### src/bmf_pkg.sv
// Package for the bus-matching FIFO port control block.
// Assumes a single 20 MHz system clock; all pins are sampled synchronously.
package bmf_pkg;
  localparam int unsigned WIDE_W     = 18;       // Wide port width
  localparam int unsigned NARROW_W   = 9;        // Narrow port width
  localparam int unsigned DEPTH_DEF  = 16;       // Default depth in narrow units
  localparam int unsigned FALL_LAT   = 3;        // Read-clock transitions to first word
  localparam logic [1:0]  LAT_RESET  = 2'h0;
  localparam logic        MODE_STD   = 1'b0;     // Level on mode pin for standard

  // Port control captured at master reset
  typedef struct packed {
    logic in_wide;
    logic out_wide;
    logic async_wr;
    logic async_rd;
    logic fall_thru;
  } bmf_cfg_t;

  // Output word with its width flag
  typedef struct packed {
    logic [WIDE_W-1:0] data;
    logic              wide;
  } bmf_word_t;
endpackage : bmf_pkg

### src/bmf_skid.sv
// Two-entry buffer with valid/ready on both sides.
// Assumes the system clock and synchronous active-low reset of the top.
`timescale 1ns/1ns
module bmf_skid
  import bmf_pkg::*;
#(
  parameter int unsigned W = WIDE_W
) (
  input  wire logic         clk_sys,
  input  wire logic         rst_n,
  input  wire logic [W-1:0] in_data,
  input  wire logic         in_valid,
  output logic              in_ready,
  output logic [W-1:0]      out_data,
  output logic              out_valid,
  input  wire logic         out_ready
);
  logic [W-1:0] mem_q [2];
  logic [W-1:0] mem_d [2];
  logic         wp_q, wp_d, rp_q, rp_d;
  logic [1:0]   cnt_q, cnt_d;
  logic         push, pop;

  // Next state of both entries and pointers
  always_comb begin
    push     = in_valid && (cnt_q != 2'h2);
    pop      = out_ready && (cnt_q != 2'h0);
    mem_d    = mem_q;
    wp_d     = wp_q;
    rp_d     = rp_q;
    if (push) begin
      mem_d[wp_q] = in_data;
      wp_d        = ~wp_q;
    end
    if (pop) begin
      rp_d = ~rp_q;
    end
    cnt_d = cnt_q + {1'b0, push} - {1'b0, pop};
  end

  always_ff @(posedge clk_sys) begin
    if (!rst_n) begin
      wp_q  <= 1'b0;
      rp_q  <= 1'b0;
      cnt_q <= 2'h0;
    end else begin
      wp_q  <= wp_d;
      rp_q  <= rp_d;
      cnt_q <= cnt_d;
    end
    mem_q <= mem_d;
  end

  assign in_ready  = (cnt_q != 2'h2);
  assign out_valid = (cnt_q != 2'h0);
  assign out_data  = mem_q[rp_q];
endmodule : bmf_skid

### src/bmf_port_ctrl.sv
// Write-port and read-port control of a bus-matching FIFO memory.
// Assumes write/read clocks and strobes arrive as synchronous levels on clk_sys.
`timescale 1ns/1ns
module bmf_port_ctrl
  import bmf_pkg::*;
#(
  parameter int unsigned DEPTH = DEPTH_DEF,
  parameter int unsigned AW    = $clog2(DEPTH)
) (
  input  wire logic                clk_sys,
  input  wire logic                rst_n,
  input  wire logic                master_reset_n,
  input  wire logic                input_width_select,
  input  wire logic                output_width_select,
  input  wire logic                async_write_select,
  input  wire logic                async_read_select,
  input  wire logic                timing_mode_serial_in,
  input  wire logic                write_clk,
  input  wire logic                write_enable_n,
  input  wire logic                write_strobe,
  input  wire logic [WIDE_W-1:0]   input_data_bus,
  input  wire logic                read_clk,
  input  wire logic                read_enable_n,
  input  wire logic                read_strobe,
  input  wire logic                read_chip_select_n,
  input  wire logic                output_enable_n,
  output logic [WIDE_W-1:0]        output_data_bus,
  output logic                     output_data_oe,
  output logic                     empty_q,
  output logic                     full_q,
  output logic                     input_stall_q
);
  bmf_cfg_t              cfg_q, cfg_d;
  logic [NARROW_W-1:0]   mem [DEPTH];
  logic [AW-1:0]         wp_q, wp_d, rp_q, rp_d;
  logic [AW:0]           cnt_q, cnt_d;
  logic                  wclk_q, rclk_q, wstb_q, rstb_q;
  logic                  csel_q, csel_d;
  logic [1:0]            lat_q, lat_d;
  logic                  fell_q, fell_d;
  logic [WIDE_W-1:0]     dout_q, dout_d;
  logic                  oe_q, oe_d;
  logic                  wr_ev, rd_ev, wr_ok, rd_ok;
  logic [AW:0]           wr_units, rd_units;
  logic [WIDE_W-1:0]     rd_word;
  logic                  sk_in_ready, sk_out_valid, sk_take;
  logic [WIDE_W-1:0]     sk_out_data;

  // Pointer wrap shared by both ports
  function automatic logic [AW-1:0] inc_ptr(input logic [AW-1:0] p, input logic [AW:0] n);
    logic [AW:0] s;
    s = {1'b0, p} + n;
    if (s >= (AW+1)'(DEPTH)) s = s - (AW+1)'(DEPTH);
    return s[AW-1:0];
  endfunction : inc_ptr

  // Edge detect on write/read clocks and strobes (already synchronous)
  always_ff @(posedge clk_sys) begin
    if (!rst_n) begin
      wclk_q <= 1'b0;
      rclk_q <= 1'b0;
      wstb_q <= 1'b0;
      rstb_q <= 1'b0;
    end else begin
      wclk_q <= write_clk;
      rclk_q <= read_clk;
      wstb_q <= write_strobe;
      rstb_q <= read_strobe;
    end
  end

  // Write event: clock with enable, or strobe rise with enable held low
  always_comb begin
    if (cfg_q.async_wr) begin
      wr_ev = write_strobe && !wstb_q && !write_enable_n;
    end else begin
      wr_ev = write_clk && !wclk_q && !write_enable_n;
    end
    if (cfg_q.async_rd) begin
      rd_ev = read_strobe && !rstb_q && !read_enable_n;
    end else begin
      rd_ev = read_clk && !rclk_q && !read_enable_n;
    end
  end

  // Memory counts in narrow units; wide ports move two units
  assign wr_units = cfg_q.in_wide ? (AW+1)'(2) : (AW+1)'(1);
  assign rd_units = cfg_q.out_wide ? (AW+1)'(2) : (AW+1)'(1);
  assign wr_ok    = wr_ev && (cnt_q + wr_units <= (AW+1)'(DEPTH));
  assign rd_word  = cfg_q.out_wide
                  ? {mem[inc_ptr(rp_q, (AW+1)'(1))], mem[rp_q]}
                  : {{(WIDE_W-NARROW_W){1'b0}}, mem[rp_q]};
  // Fall-through first word is fetched on the third transition, no request needed
  assign sk_take  = (cnt_q >= rd_units) && sk_in_ready &&
                    (rd_ev || (cfg_q.fall_thru && !fell_q && (read_clk != rclk_q)
                               && lat_q == 2'(FALL_LAT - 1)));
  assign rd_ok    = sk_take;

  // Next pointers, configuration and latency counter
  always_comb begin
    cfg_d  = cfg_q;
    wp_d   = wp_q;
    rp_d   = rp_q;
    cnt_d  = cnt_q;
    lat_d  = lat_q;
    fell_d = fell_q;
    if (!master_reset_n) begin
      cfg_d.in_wide  = input_width_select;
      cfg_d.out_wide = output_width_select;
      cfg_d.async_wr = async_write_select;
      cfg_d.async_rd = async_read_select;
      cfg_d.fall_thru = (timing_mode_serial_in != MODE_STD);
      wp_d   = '0;
      rp_d   = '0;
      cnt_d  = '0;
      lat_d  = LAT_RESET;
      fell_d = 1'b0;
    end else begin
      if (wr_ok) wp_d = inc_ptr(wp_q, wr_units);
      if (rd_ok) rp_d = inc_ptr(rp_q, rd_units);
      cnt_d = cnt_q + (wr_ok ? wr_units : '0) - (rd_ok ? rd_units : '0);
      // Count read-clock transitions while data waits in fall-through
      if (cnt_q == '0 || fell_q) begin
        lat_d = LAT_RESET;
      end else if (read_clk != rclk_q && lat_q != 2'(FALL_LAT - 1)) begin
        lat_d = lat_q + 2'h1;
      end
      if (rd_ok) fell_d = 1'b1;
    end
  end

  always_ff @(posedge clk_sys) begin
    if (!rst_n) begin
      cfg_q  <= '0;
      wp_q   <= '0;
      rp_q   <= '0;
      cnt_q  <= '0;
      lat_q  <= LAT_RESET;
      fell_q <= 1'b0;
    end else begin
      cfg_q  <= cfg_d;
      wp_q   <= wp_d;
      rp_q   <= rp_d;
      cnt_q  <= cnt_d;
      lat_q  <= lat_d;
      fell_q <= fell_d;
    end
  end

  // Storage array; no reset so it maps to memory
  always_ff @(posedge clk_sys) begin
    if (master_reset_n && wr_ok) begin
      mem[wp_q] <= input_data_bus[NARROW_W-1:0];
      if (cfg_q.in_wide) mem[inc_ptr(wp_q, (AW+1)'(1))] <= input_data_bus[WIDE_W-1:NARROW_W];
    end
  end

  // Two-entry buffer ahead of the output register, which takes its word every cycle
  bmf_skid #(.W(WIDE_W)) u_skid (
    .clk_sys   (clk_sys),
    .rst_n     (rst_n && master_reset_n),
    .in_data   (rd_word),
    .in_valid  (sk_take),
    .in_ready  (sk_in_ready),
    .out_data  (sk_out_data),
    .out_valid (sk_out_valid),
    .out_ready (1'b1)
  );

  // Output register, chip select sample and drive enable
  always_comb begin
    dout_d = dout_q;
    csel_d = csel_q;
    if (cfg_q.async_rd || (read_clk && !rclk_q)) begin
      csel_d = read_chip_select_n;
    end
    if (sk_out_valid) dout_d = sk_out_data;
    oe_d = !output_enable_n && !csel_d;
  end

  always_ff @(posedge clk_sys) begin
    if (!rst_n) begin
      dout_q <= '0;
      csel_q <= 1'b1;
      oe_q   <= 1'b0;
    end else begin
      dout_q <= dout_d;
      csel_q <= csel_d;
      oe_q   <= oe_d;
    end
  end

  // Status outputs, registered
  always_ff @(posedge clk_sys) begin
    if (!rst_n) begin
      empty_q       <= 1'b1;
      full_q        <= 1'b0;
      input_stall_q <= 1'b0;
    end else begin
      empty_q       <= (cnt_d == '0);
      full_q        <= (cnt_d + wr_units > (AW+1)'(DEPTH));
      input_stall_q <= !sk_in_ready;
    end
  end

  assign output_data_bus = dout_q;
  assign output_data_oe  = oe_q;
endmodule : bmf_port_ctrl

### config.mk
export PLATFORM = sky130hd
export DESIGN_NAME = bmf_port_ctrl
export DESIGN_NICKNAME = d
export VERILOG_FILES = /design/src/bmf_pkg.sv /design/src/bmf_skid.sv /design/src/bmf_port_ctrl.sv
export SDC_FILE = /design/constraint.sdc
export NUM_CORES = 1
export LEC_CHECK = 0
export BUFFER_PORTS_ARGS = -buffer_cell sky130_fd_sc_hd__buf_4
export CORE_MARGIN = 2
export CORE_UTILIZATION = 35
export DETAILED_ROUTE_END_ITERATION = 6
export HOLD_SLACK_MARGIN = 0.1
export MAX_ROUTING_LAYER = met4
export PLACE_DENSITY = 0.57
export SLEW_MARGIN = 20
export SYNTH_ARGS = -nofsm -noshare
export SYNTH_HDL_FRONTEND = slang
export SYNTH_SLANG_ARGS = --single-unit
export TNS_END_PERCENT = 20
### constraint.sdc
create_clock -name clk_sys -period 4.9 [get_ports clk_sys]
set_input_delay 0.49 -clock clk_sys [delete_from_list [all_inputs] [get_ports clk_sys]]
set_output_delay 0.49 -clock clk_sys [all_outputs]
set_load 0.01 [all_outputs]
==> results by group <==
Layout
  • Commonest cells after routing, fill and taps aside: 180 x edfxtp_1, 135 x mux2_2, 86 x buf_4, 81 x mux4_2, 63 x nor2_1
  • Antenna Cells: 0
  • Post-layout net count: 970
  • Fin cells: 1,396
  • Fraction of layout cells with a size suffix above 1: between 40% and 50%
  • Commonest non-fill, non-tap cell in the layout: edfxtp_1
  • FILL cells: 3,330
  • Area grow syn2layout: 14.37%
  • Final Util: 40.36%

Global route
  • Vias in the first global route: 7,709
  • Initial antenna violation count: 0
  • Largest net degree at the start of global routing: 40
  • Global-route wire length before repair: 49,500 µm
  • GRT Util Overall: between 10% and 20%
  • Total gr overflow: 0

Min path
  • Hold_sp: write_strobe
  • Hold crit path type: in2reg

Floorplan
  • Core area: roughly 36,000 µm²
  • IO Pins: 56
  • Die width: 195.4 µm
  • Number of core rows: 70
  • Initial Util: 35.29%
  • Die area: roughly 38,000 µm²
  • Die Y: 195.4 µm

CTS
  • Num CTS Buffers: 27
  • Sink Count: 236
  • H-tree depth: 1
  • CTS tree: built
  • Hold buffers post-CTS: 1
  • Clock Path Buffers: 3
  • Post-CTS Resized: 0
  • Clk root buf: clkbuf_16
  • Register clock-pin slew on the reported worst setup and hold paths: 0.06 ns
  • Postcts setup bufs: 0
  • Clock Latency Late Sink: approximately 0.54 ns

Placement
  • HPWL after DPL: 21,850 µm
  • Placer Congestion: roughly 0.85
  • Inst Count DP: 1,346
  • Dpl ws: 0.5794 ns
  • IO buf count: 55

Power
  • Pwr Total: 4.815 mW
  • Comb power frac: between 10% and 20%
  • Peak VDD IR: 0.2705 mV
  • Pint: 3.686 mW
  • P_sw: 1.129 mW
  • P_leak: 4.949 nW
  • Switch share: 23.45%
  • Pwr/cell area: 328.2 nW/µm²
  • Clock share of power: 42.1%
  • Flop pwr share: 46.4%

Routing
  • DR iter-0 viols: 421
  • Routed vias/inst: 5.476
  • Routed via count: 7,645
  • DRT antenna net count: 0
  • DRT Pass-1 Iters: 4
  • Routed wire per std cell: roughly 24 µm
  • # DRC: 0
  • Total wire length: 32,990 µm

Synth
  • Sequential share of the synthesized area: 50.88%
  • Share of synthesized registers carrying an async set or reset: 0%
  • Syn Std Cell Area: 12,830 µm²
  • #FFs+latches synth: 236
  • Ys flop type: edfxtp_1
  • Number of synthesized flops with an enable pin: 180
  • Avg Inst Size Synth: 14.97 µm²
  • Yosys warns: 0
  • Distinct cells, synth: 61
  • Syn Inst Count: 857
  • Syn nets: between 900 and 1,000

Critical path
  • Critical path arrival: 4.79 ns
  • Worst Path Required: about 5.4 ns
  • Worst reg2reg path startpoint: cnt_q[0]
  • Crit path kind: reg2reg
  • R2R Setup Slk: 0.57 ns
  • Critical path origin: cnt_q[0]
  • CP Launch Type: register
  • Top fanout value on the critical path: 4
  • FF-to-FF path depth: 16
  • CP Capture Type: register
  • Crit path capture: full_q
  • Worst r2r dst: full_q

Run
  • Max-cap viol count: 0

Timing
  • Fin. max-slew vios: 0
  • Crit path time final: 4.330 ns
  • Final Cycle Share: just under 90%
  • Worst setup margin: 0.5701 ns
  • Hold Violations, Final: 0
  • Fmax: 0.2310 GHz
  • Final setup fails: 0
  • Slew @ Worst Pin: between 0.9 and 1 ns
  • RSZ-0062 raised after global routing: no
  • Slew headroom: 33.65%
  • Final clock skew: 0.01019 ns
  • Setup TNS: 0 ns

Outcome
  • Run status: complete, no violations
-- layer usage --
layer	track usage, %	vias up	part of all wire (%)	routed length (µm)
met5	-	-	0	0
met3	2.763	57	5.0	1637
li1	-	3500	-	-
met1	23.37	3872	44	14380
met2	28.78	216	48	15830
met4	6.135	0	3.4	1136
-- worst min-delay path by stage --
stage | to | slack, ns | cells after the start
final | wstb_q | 0.16 | 2
after global routing | wstb_q | 0.17 | 2
after CTS | wstb_q | 0.14 | 2
after detailed placement | csel_q | 0.46 | 2
after global placement | csel_q | 0.46 | 2
after floorplan | csel_q | 0.44 | 2
-- power groups by stage --
stage                     clock (mW)  sequential, mW  combinational (mW)
final                           2.03            2.23               0.557
after global placement             0            2.27               0.554
after CTS                       2.07            2.23               0.562
after detailed placement           0            2.27               0.559
after floorplan                    0            2.27               0.399
after global routing            2.15            2.24               0.615
-- cells in the mapped netlist (3+ instances only) --
master	n	share of area [%]
xor2_1	3	0.20
and3_1	4	0.20
nand2b_1	5	0.24
nand3_1	7	0.27
nor2_1	63	1.8
buf_1	15	0.44
xnor2_1	7	0.48
a21oi_1	11	0.43
mux4_2	81	14
o21ai_0	5	0.20
edfxtp_1	180	42
fa_1	6	0.94
a311o_1	3	0.23
nand2_1	15	0.44
mux2_2	135	12
mux2_4	9	1.1
buf_4	3	0.18
o31ai_1	3	0.18
a21o_1	4	0.23
buf_2	11	0.43
dfxtp_1	56	8.7
clkbuf_1	33	0.97
mux2i_1	33	2.6
nor2b_1	3	0.15
nand4_4	15	2.5
nor3_1	5	0.20
inv_1	26	0.76
ha_1	22	2.1
a211oi_1	39	2.3
and2_1	16	0.78
-- critical path, stage by stage, from the launching register on --
cell,delay (ns)
dfxtp_1,0.38
ha_1,0.22
inv_1,0.07
fa_1,0.48
nand2b_1,0.06
a311o_1,0.35
o22ai_4,0.15
nand2_1,0.09
fa_1,0.48
inv_1,0.07
fa_1,0.57
nand2_1,0.10
fa_1,0.45
nor3b_1,0.34
o2111a_1,0.25
o221ai_1,0.10
o211ai_1,0.10
-- registers in the layout, indices dropped and copies added (netlist names), 2 cells and up, named ones only --
name	cells
mem	144
u_skid.mem_q	36
output_data_bus	18
cfg_q	5
cnt_q	5
rp_q	4
wp_q	4
lat_q	2
u_skid.cnt_q	2
-- logic make-up (layout without fill, tap and decap cells) --
family                   count (synthesis)  count (layout)  synth area share [%]
AO/OA/AOI/OAI                           81              81                 4.673
XOR/XNOR                                11              11                0.8098
adder cells (fa/ha/maj)                 28              28                 3.083
buffers and inverters                   91             162                 3.073
flip-flops                             236             236                 50.88
multiplexers                           258             258                 29.70
AND/OR/NAND/NOR                        152             152                 7.775
-- through the flow --
stage / hold slack (ns) / area (µm²)
CTS: 0.1391 / 14670
detailed placement: 0.4555 / 13770
global placement: 0.4605 / 13770
floorplan: 0.4377 / 12830
finish: 0.1637 / 14670
global route: 0.1660 / 14670
-- layout make-up --
class,instances,area [µm²],area share [%]
clock buffer,43,775.7,5.288
clock inverter,6,107.6,0.7335
inverter,26,97.59,0.6653
multi-input combinational,530,5916,40.33
sequential,236,6531,44.52
tap,468,585.6,3.992
timing repair buffer,87,655.6,4.469
(Power assumes the default switching activity.)
